<file path="src/shared/uadc_params.svh">
// constants of the usb attach/detach control block
// assumes inclusion by the package, the design module and the bench
`ifndef UADC_PARAMS_SVH
`define UADC_PARAMS_SVH
`define UADC_NUM_IO 8
`define UADC_IO_W 3
`define UADC_SET_W 5
`define UADC_PULLUP_INTERNAL 5'h10
`define UADC_SUSPEND_EN_RESET 1'b1
`define UADC_DETACH_PIN_RESET 3'h0
`define UADC_WAKE_PIN_RESET 3'h1
`define UADC_VBUS_LO 3'h2
`define UADC_VBUS_HI 3'h7
`define UADC_CURRENT_MA 9'h064
`define UADC_ADDR_W 4
`define UADC_REG_CTRL 4'h0
`define UADC_REG_PULLUP 4'h1
`define UADC_REG_VBUS 4'h2
`define UADC_REG_DETACH 4'h3
`define UADC_REG_WAKE 4'h4
`define UADC_REG_STATUS 4'h5
`define UADC_REG_IRQ 4'h6
`define UADC_REG_MASK 4'h7
`define UADC_REG_CURRENT 4'h8
`define UADC_CTRL_READY 0
`define UADC_CTRL_SELFPWR 1
`define UADC_CTRL_WAKE 2
`define UADC_CTRL_SUSPEND 3
`define UADC_CTRL_REMOTE_WAKE 4
`define UADC_IRQ_ATTACH 0
`define UADC_IRQ_DETACH 1
`define UADC_IRQ_VBUS_ON 2
`define UADC_IRQ_VBUS_OFF 3
`define UADC_IRQ_W 4
`endif

</file>
<file path="src/shared/uadc_pkg.sv">
// types of the usb attach/detach control block
// assumes uadc_params.svh on the include path
`include "uadc_params.svh"
package uadc_pkg;
   typedef logic [`UADC_ADDR_W-1:0] uadc_addr_type;
   typedef logic [31:0] uadc_data_type;
   typedef logic [`UADC_NUM_IO-1:0] uadc_io_type;
   typedef enum logic [3:0] {
      UADC_DETACHED = 4'h1,
      UADC_WAIT_ENUM = 4'h2,
      UADC_ATTACHED = 4'h4,
      UADC_SUSPENDED = 4'h8
   } uadc_state_type;
endpackage : uadc_pkg

</file>
<file path="src/rtl/uadc_attach_ctrl.sv">
// usb attach/detach control: pull-up, vbus sense, detach and wake lines
// assumes synchronous strobes on clk_sys and io inputs that may be asynchronous
// offsets, field positions and the reset values of the settings and suspend enable are macros of the shared params header
//
// Implementation choices: the plain strobed port and the placing of the registers.
`timescale 1ns/1ps
`include "uadc_params.svh"

module uadc_attach_ctrl (
   // clock and reset
   input wire logic clk_sys,
   input wire logic rst,
   input wire logic clk_en,
   // register port
   input wire uadc_pkg::uadc_addr_type reg_addr,
   input wire uadc_pkg::uadc_data_type reg_wdata,
   input wire logic reg_write,
   input wire logic reg_read,
   output logic [31:0] reg_rdata,
   // general io lines
   input wire uadc_pkg::uadc_io_type io_in,
   output uadc_pkg::uadc_io_type io_out,
   output uadc_pkg::uadc_io_type io_oe,
   // usb side
   input wire logic bus_suspend,
   input wire logic enum_done,
   output logic internal_pullup_on,
   output logic data_lines_float,
   output logic remote_wake_req,
   output logic radio_enable,
   output logic aux_power_enable,
   output logic [8:0] current_request_ma,
   output logic peripheral_only,
   output logic irq
);
   import uadc_pkg::*;

   logic ctrl_ready;
   logic ctrl_selfpwr;
   logic ctrl_wake;
   logic ctrl_suspend_en;
   logic ctrl_remote_wake;
   logic [`UADC_SET_W-1:0] pullup_source_setting;
   logic [`UADC_IO_W-1:0] vbus_sense_pin_setting;
   logic [`UADC_IO_W-1:0] detach_pin_setting;
   logic [`UADC_IO_W-1:0] wake_pin_setting;
   logic [`UADC_IRQ_W-1:0] irq_status;
   logic [`UADC_IRQ_W-1:0] irq_mask;
   logic [`UADC_IRQ_W-1:0] irq_event;
   uadc_io_type io_meta;
   uadc_io_type io_sync;
   logic detach_level;
   logic detach_prev;
   logic vbus_level;
   logic vbus_prev;
   logic vbus_ok;
   logic pullup_want;
   logic ext_pullup;
   logic [`UADC_IO_W-1:0] ext_line;
   logic in_suspend;
   logic bus_powered;
   uadc_state_type state;
   uadc_state_type next_state;

   // helpers
   function automatic logic pick_line(input uadc_io_type lines, input logic [`UADC_IO_W-1:0] sel);
      pick_line = lines[sel];
   endfunction : pick_line

   function automatic logic vbus_line_ok(input logic [`UADC_IO_W-1:0] sel);
      vbus_line_ok = (sel >= `UADC_VBUS_LO) && (sel <= `UADC_VBUS_HI);
   endfunction : vbus_line_ok

   function automatic logic rose_now(input logic prev, input logic cur);
      rose_now = !prev && cur;
   endfunction : rose_now

   function automatic logic fell_now(input logic prev, input logic cur);
      fell_now = prev && !cur;
   endfunction : fell_now

   function automatic logic write_hit(input logic strobe, input uadc_addr_type addr, input uadc_addr_type target);
      write_hit = strobe && (addr == target);
   endfunction : write_hit

   // two-stage synchroniser on io inputs
   always_ff @(posedge clk_sys or posedge rst) begin
      if (rst) begin
         io_meta <= '0;
         io_sync <= '0;
      end else if (clk_en) begin
         io_meta <= io_in;
         io_sync <= io_meta;
      end
   end

   assign detach_level = pick_line(io_sync, detach_pin_setting);
   // vbus only valid on lines 2..7
   assign vbus_level = vbus_line_ok(vbus_sense_pin_setting)
      && pick_line(io_sync, vbus_sense_pin_setting);
   assign bus_powered = !ctrl_selfpwr;
   assign vbus_ok = bus_powered || vbus_level;
   assign ext_pullup = (pullup_source_setting != `UADC_PULLUP_INTERNAL);
   assign ext_line = pullup_source_setting[`UADC_IO_W-1:0];
   assign pullup_want = ctrl_ready && vbus_ok && !detach_level;
   assign in_suspend = (state == UADC_SUSPENDED);

   // previous detach level for edge events
   always_ff @(posedge clk_sys or posedge rst) begin
      if (rst) begin
         detach_prev <= 1'b0;
      end else if (clk_en) begin
         detach_prev <= detach_level;
      end
   end

   // previous vbus level for edge events
   always_ff @(posedge clk_sys or posedge rst) begin
      if (rst) begin
         vbus_prev <= 1'b0;
      end else if (clk_en) begin
         vbus_prev <= vbus_level;
      end
   end

   // edge events for sticky status
   assign irq_event[`UADC_IRQ_ATTACH] = fell_now(detach_prev, detach_level);
   assign irq_event[`UADC_IRQ_DETACH] = rose_now(detach_prev, detach_level);
   assign irq_event[`UADC_IRQ_VBUS_ON] = rose_now(vbus_prev, vbus_level);
   assign irq_event[`UADC_IRQ_VBUS_OFF] = fell_now(vbus_prev, vbus_level);

   // connection state
   always_comb begin
      next_state = state;
      case (state)
         UADC_DETACHED: begin
            if (pullup_want) begin
               next_state = UADC_WAIT_ENUM;
            end
         end
         UADC_WAIT_ENUM: begin
            if (!pullup_want) begin
               next_state = UADC_DETACHED;
            end else if (enum_done) begin
               next_state = UADC_ATTACHED;
            end
         end
         UADC_ATTACHED: begin
            if (!pullup_want) begin
               next_state = UADC_DETACHED;
            end else if (bus_suspend && ctrl_suspend_en) begin
               next_state = UADC_SUSPENDED;
            end
         end
         UADC_SUSPENDED: begin
            if (!pullup_want) begin
               next_state = UADC_DETACHED;
            end else if (!bus_suspend) begin
               next_state = UADC_ATTACHED;
            end
         end
         default: begin
            next_state = UADC_DETACHED;
         end
      endcase
   end

   always_ff @(posedge clk_sys or posedge rst) begin
      if (rst) begin
         state <= UADC_DETACHED;
      end else if (clk_en) begin
         state <= next_state;
      end
   end

   // control register
   always_ff @(posedge clk_sys or posedge rst) begin
      if (rst) begin
         ctrl_ready <= 1'b0;
         ctrl_selfpwr <= 1'b0;
         ctrl_wake <= 1'b0;
         ctrl_suspend_en <= `UADC_SUSPEND_EN_RESET;
         ctrl_remote_wake <= 1'b0;
      end else if (clk_en && write_hit(reg_write, reg_addr, `UADC_REG_CTRL)) begin
         ctrl_ready <= reg_wdata[`UADC_CTRL_READY];
         ctrl_selfpwr <= reg_wdata[`UADC_CTRL_SELFPWR];
         ctrl_wake <= reg_wdata[`UADC_CTRL_WAKE];
         ctrl_suspend_en <= reg_wdata[`UADC_CTRL_SUSPEND];
         ctrl_remote_wake <= reg_wdata[`UADC_CTRL_REMOTE_WAKE];
      end
   end

   // pull-up source setting
   always_ff @(posedge clk_sys or posedge rst) begin
      if (rst) begin
         pullup_source_setting <= `UADC_PULLUP_INTERNAL;
      end else if (clk_en && write_hit(reg_write, reg_addr, `UADC_REG_PULLUP)) begin
         pullup_source_setting <= reg_wdata[`UADC_SET_W-1:0];
      end
   end

   // vbus sense line setting
   always_ff @(posedge clk_sys or posedge rst) begin
      if (rst) begin
         vbus_sense_pin_setting <= `UADC_VBUS_LO;
      end else if (clk_en && write_hit(reg_write, reg_addr, `UADC_REG_VBUS)) begin
         vbus_sense_pin_setting <= reg_wdata[`UADC_IO_W-1:0];
      end
   end

   // detach line setting
   always_ff @(posedge clk_sys or posedge rst) begin
      if (rst) begin
         detach_pin_setting <= `UADC_DETACH_PIN_RESET;
      end else if (clk_en && write_hit(reg_write, reg_addr, `UADC_REG_DETACH)) begin
         detach_pin_setting <= reg_wdata[`UADC_IO_W-1:0];
      end
   end

   // wake line setting
   always_ff @(posedge clk_sys or posedge rst) begin
      if (rst) begin
         wake_pin_setting <= `UADC_WAKE_PIN_RESET;
      end else if (clk_en && write_hit(reg_write, reg_addr, `UADC_REG_WAKE)) begin
         wake_pin_setting <= reg_wdata[`UADC_IO_W-1:0];
      end
   end

   // interrupt mask
   always_ff @(posedge clk_sys or posedge rst) begin
      if (rst) begin
         irq_mask <= '0;
      end else if (clk_en && write_hit(reg_write, reg_addr, `UADC_REG_MASK)) begin
         irq_mask <= reg_wdata[`UADC_IRQ_W-1:0];
      end
   end

   // sticky status, set wins over write-one-clear
   always_ff @(posedge clk_sys or posedge rst) begin
      if (rst) begin
         irq_status <= '0;
      end else if (clk_en) begin
         if (reg_write && reg_addr == `UADC_REG_IRQ) begin
            irq_status <= (irq_status & ~reg_wdata[`UADC_IRQ_W-1:0]) | irq_event;
         end else begin
            irq_status <= irq_status | irq_event;
         end
      end
   end

   // read data, one cycle later
   always_ff @(posedge clk_sys or posedge rst) begin
      if (rst) begin
         reg_rdata <= 32'h0;
      end else if (clk_en) begin
         reg_rdata <= 32'h0;
         if (reg_read) begin
            case (reg_addr)
               `UADC_REG_CTRL: reg_rdata <= {27'h0, ctrl_remote_wake, ctrl_suspend_en, ctrl_wake,
                  ctrl_selfpwr, ctrl_ready};
               `UADC_REG_PULLUP: reg_rdata <= {27'h0, pullup_source_setting};
               `UADC_REG_VBUS: reg_rdata <= {29'h0, vbus_sense_pin_setting};
               `UADC_REG_DETACH: reg_rdata <= {29'h0, detach_pin_setting};
               `UADC_REG_WAKE: reg_rdata <= {29'h0, wake_pin_setting};
               `UADC_REG_STATUS: reg_rdata <= {24'h0, state, 1'b0, vbus_level, detach_level, pullup_want};
               `UADC_REG_IRQ: reg_rdata <= {28'h0, irq_status};
               `UADC_REG_MASK: reg_rdata <= {28'h0, irq_mask};
               `UADC_REG_CURRENT: reg_rdata <= {23'h0, `UADC_CURRENT_MA};
               default: reg_rdata <= 32'h0;
            endcase
         end
      end
   end

   // d+ pull-up and data line state
   always_ff @(posedge clk_sys or posedge rst) begin
      if (rst) begin
         internal_pullup_on <= 1'b0;
         data_lines_float <= 1'b1;
      end else if (clk_en) begin
         internal_pullup_on <= pullup_want && !ext_pullup;
         data_lines_float <= detach_level;
      end
   end

   // io drivers: external pull-up line and wake line
   always_ff @(posedge clk_sys or posedge rst) begin
      if (rst) begin
         io_out <= '0;
         io_oe <= '0;
      end else if (clk_en) begin
         io_out <= '0;
         io_oe <= '0;
         if (ext_pullup && pullup_want) begin
            io_out[ext_line] <= 1'b1;
            io_oe[ext_line] <= 1'b1;
         end
         if (detach_level) begin
            io_out[wake_pin_setting] <= ctrl_wake;
            io_oe[wake_pin_setting] <= 1'b1;
         end
      end
   end

   // in-band remote wakeup request
   always_ff @(posedge clk_sys or posedge rst) begin
      if (rst) begin
         remote_wake_req <= 1'b0;
      end else if (clk_en) begin
         remote_wake_req <= ctrl_remote_wake && !detach_level && in_suspend;
      end
   end

   // radio off while suspended on bus power
   always_ff @(posedge clk_sys or posedge rst) begin
      if (rst) begin
         radio_enable <= 1'b0;
      end else if (clk_en) begin
         radio_enable <= !(in_suspend && bus_powered);
      end
   end

   // leds and amplifiers off in suspend
   always_ff @(posedge clk_sys or posedge rst) begin
      if (rst) begin
         aux_power_enable <= 1'b0;
      end else if (clk_en) begin
         aux_power_enable <= !in_suspend;
      end
   end

   // current asked for at enumeration
   always_ff @(posedge clk_sys or posedge rst) begin
      if (rst) begin
         current_request_ma <= 9'h0;
      end else if (clk_en) begin
         current_request_ma <= bus_powered ? `UADC_CURRENT_MA : 9'h0;
      end
   end

   // peripheral role only
   always_ff @(posedge clk_sys or posedge rst) begin
      if (rst) begin
         peripheral_only <= 1'b1;
      end else if (clk_en) begin
         peripheral_only <= 1'b1;
      end
   end

   // level interrupt
   always_ff @(posedge clk_sys or posedge rst) begin
      if (rst) begin
         irq <= 1'b0;
      end else if (clk_en) begin
         irq <= |((irq_status | irq_event) & irq_mask);
      end
   end
endmodule : uadc_attach_ctrl

</file>
<file path="config.mk">
export PLATFORM = sky130hd
export DESIGN_NAME = uadc_attach_ctrl
export DESIGN_NICKNAME = d
export VERILOG_FILES = /design/src/shared/uadc_pkg.sv /design/src/rtl/uadc_attach_ctrl.sv
export VERILOG_INCLUDE_DIRS = /design/src /design/src/shared
export SDC_FILE = /design/constraint.sdc
export NUM_CORES = 1
export LEC_CHECK = 0
export ABC_AREA = 1
export BUFFER_PORTS_ARGS = -buffer_cell sky130_fd_sc_hd__buf_2
export CORE_MARGIN = 1.5
export CORE_UTILIZATION = 35
export DETAILED_ROUTE_END_ITERATION = 8
export PLACE_DENSITY_LB_ADDON = 0.2
export SETUP_SLACK_MARGIN = 0.15
export SLEW_MARGIN = 25
export SYNTH_ARGS = -nofsm -noshare
export SYNTH_HDL_FRONTEND = slang
export SYNTH_SLANG_ARGS = --single-unit
export TNS_END_PERCENT = 30
</file>
<file path="constraint.sdc">
create_clock -name clk_sys -period 2.1 [get_ports clk_sys]
set_input_delay 0 -clock clk_sys [delete_from_list [all_inputs] [get_ports clk_sys]]
set_output_delay 0 -clock clk_sys [all_outputs]
set_load 0.02 [all_outputs]
</file>
==> key figures <==
Route
  – First-pass DRT Iterations: 7
  – WL/cell: 13.5 um
  – Vias per inst: 4.74
  – Via Count: 3,544
  – WL final: 10.1 mm
  – Final ANT Viol Nets: 0
  – DR DRC count: 0
  – Iteration-0 DRC Markers: 185

Yosys
  – Synthesized area per cell: 7.88 um2
  – Cell Area, Synth: 4190 um2
  – Top post-synthesis cells by count: nand2_1, dfrtp_1, o21ai_0
  – Multiplexer area fraction after synthesis: 0
  – EDFF count, synth: 0
  – Post-synth cell types: 34
  – Yosys top cell area share: 0.442
  – Register area share after synthesis: 0.480
  – Synth area leaders: dfrtp_1, nand2_1, buf_4
  – Synth Instances: 531
  – Simple-gate share of the synthesized area: 0.291
  – Biggest area consumer among synthesized cells: dfrtp_1
  – XOR/XNOR Fraction of Synth Area: 0
  – Asr flop ratio synth: 1.00
  – Count leader, synth: nand2_1
  – Synth Area in Compound Gates: 0.106
  – Synth Area in Adders: 0
  – Largest family of logic cells by synthesized area: simple AND/OR/NAND/NOR gates
  – Synthesis-stage register bit count: 80
  – Main synth FF type: dfrtp_1
  – Syn. warnings: 0

Floorplanning
  – Die Wd: 112 um
  – Initial core utilization: 0.363
  – Die Ht: 112 um
  – DIE AREA: 12,600 um2
  – I/O Pins: 115
  – Core ar.: 11,500 um2
  – Cell row count: 39

Worst setup path
  – CP Class: flip-flop to flip-flop
  – Crit. End Element: flip-flop
  – CP max FO: 8
  – Crit path launch type: flip-flop
  – CP arrival: 2.01 ns
  – Worst path required time: 2.37 ns

Clock tree
  – CTS root buffer: clkbuf_16
  – Max Root-Sink Buffers: 2
  – H-tree Lvls: 3
  – CTS tree: built
  – CTS clk-pin slew, worst paths: 0.06 ns
  – TritonCTS Buffers: 9
  – Worst-Skew Late Latency: 0.34 ns
  – Post-CTS setup buffers: 0
  – Clk sinks: 80

STA
  – Fin Setup TNS: 0 ns
  – Slew @ Worst Pin: 0.644 ns
  – Slew Viols, Final: 0
  – Crit share post-route: 0.830
  – Fmax: 574 MHz
  – Rel. slew slack: 0.570
  – Fin Clk Skew: 0.00737 ns
  – Final Hold Vio Count: 0
  – Minimum clock period: 1.74 ns
  – Setup violators final: 0
  – RSZ-0062 raised after global routing: false

Placed design
  – Post-Place Cell Area: 4500 um2
  – DP Wirelength: 7.32 mm
  – Routability cong.: 0.871
  – PortBufs: 56

Run
  – Max-Cap Viols: 0

Global route
  – Met1 GRT Util: 0.241
  – GRT busiest layer: met2
  – Gr usage total: 0.173
  – Met3 Use GR: 0.0356
  – Largest net degree at the start of global routing: 41
  – Number of global-route vias before repair: 3,509
  – Initial antenna violation count: 0
  – Met2 Usage GRT: 0.273
  – GRT overflow: 0
  – First-pass GRT wire length: 17.4 mm

Power
  – Power Density: 914 nW/um2
  – Leak: 2.54 nW
  – VDD IR max: 360 uV

Finish
  – Layout area overhead: 16.9%
  – Cell area after layout: 4890 um2
  – Ant. Diodes: 0
  – Fraction of layout cells with a size suffix above 1: 0.182
  – Final core utilization: 0.425
  – Fin nets: 651

Worst hold path
  – Worst hold path class: input pin to flip-flop

Status
  – Outcome: finished clean
==> through the flow <==
step	cells	power (mW)	hold WS [ns]	setup WS, ns
4_1_cts	747	4.51	0.0190	0.351
3_3_place_gp	722	2.91	0.127	0.394
3_5_place_dp	722	2.93	0.132	0.375
6_report	747	4.47	0.0331	0.358
2_1_floorplan	560	2.70	0.117	0.630
5_1_grt	747	4.76	0.0342	0.173
==> cell usage in the layout, fill, tap and decap left out, types with 10 or more instances in the layout <==
| cell type | count |
|---|---|
| nand3_2 | 11 |
| nand3_1 | 15 |
| dlygate4sd3_1 | 10 |
| buf_2 | 56 |
| inv_1 | 44 |
| nor2_1 | 44 |
| nand2_1 | 187 |
| conb_1 | 31 |
| a21oi_1 | 12 |
| dfrtp_1 | 74 |
| o21ai_0 | 47 |
==> area by class of cell <==
cell class              count  area [um2]
fillers                  1163        6630
repair buffers             73         445
clock inverters             4        45.0
multi-input cells         386        1780
flip-flops and latches     80        2010
well taps                 143         179
clock buffers              11         243
inverters                  50         191
==> critical path, stage by stage (launching register included) <==
cell	delay, ns
dfstp_2	0.55
inv_1	0.08
nand3_1	0.12
nand3_2	0.15
nand3_2	0.13
nand3_4	0.16
nor2_8	0.18
nand3_1	0.12
nand2_1	0.09
nand2_1	0.05
nand2_1	0.06
==> registers in the layout, indices dropped and copies added, names as in the netlist, 3 cells and up <==
register and cells:
io_meta 8, io_oe 8, io_out 8, io_sync 8
reg_rdata 8, pullup_source_setting 5, irq_mask 4, irq_status 4
state 4, detach_pin_setting 3, vbus_sense_pin_setting 3, wake_pin_setting 3
==> power by group <==
| group | internal (mW) | switching [mW] | total, mW |
|---|---|---|---|
| Clock | 0.941 | 0.604 | 1.54 |
| Sequential | 1.77 | 0.190 | 1.96 |
| Combinational | 0.311 | 0.654 | 0.965 |
==> routing by layer <==
layer,vias up,wire [um]
met5,-,0
met4,0,147
met3,11,428
met2,109,4650
met1,1659,4880
li1,1765,-
==> path summary, 6_finish.rpt <==
path | from | slack [ns] | cells past startpoint | end
worst max-delay path | vbus_sense_pin_setting[1]$_DFFE_PP1P_ | 0.36 | 10 | io_out[5]$_DFFE_PP0P_
worst min-delay path | reg_wdata[3] | 0.03 | 3 | irq_mask[3]$_DFFE_PP0P_
worst max register to register | vbus_sense_pin_setting[1]$_DFFE_PP1P_ | 0.36 | 10 | io_out[5]$_DFFE_PP0P_
worst min register to register | io_meta[0]$_DFFE_PP0P_ | 0.47 | 2 | io_meta[0]$_DFFE_PP0P_
max in group asynchronous | rst | 1.14 | 4 | wake_pin_setting[0]$_DFFE_PP1P_
min in group asynchronous | rst | 0.30 | 3 | irq_status[3]$_DFFE_PP0P_
==> logic make-up (layout without fill, tap and decap cells) <==
family | after synthesis | after routing
buf+inv | 94 | 138
flops | 80 | 80
compound gates | 77 | 77
other cells | 2 | 31
simple gates | 278 | 278
==> what timing repair did <==
| item | in CTS | in global routing |
|---|---|---|
| hold buffers | 10 | 0 |
| hold endpoints to repair | 32 | 0 |
| resized for setup | 0 | 1 |
| setup endpoints to repair | 0 | 1 |
Power figures use the tool's default switching activity.
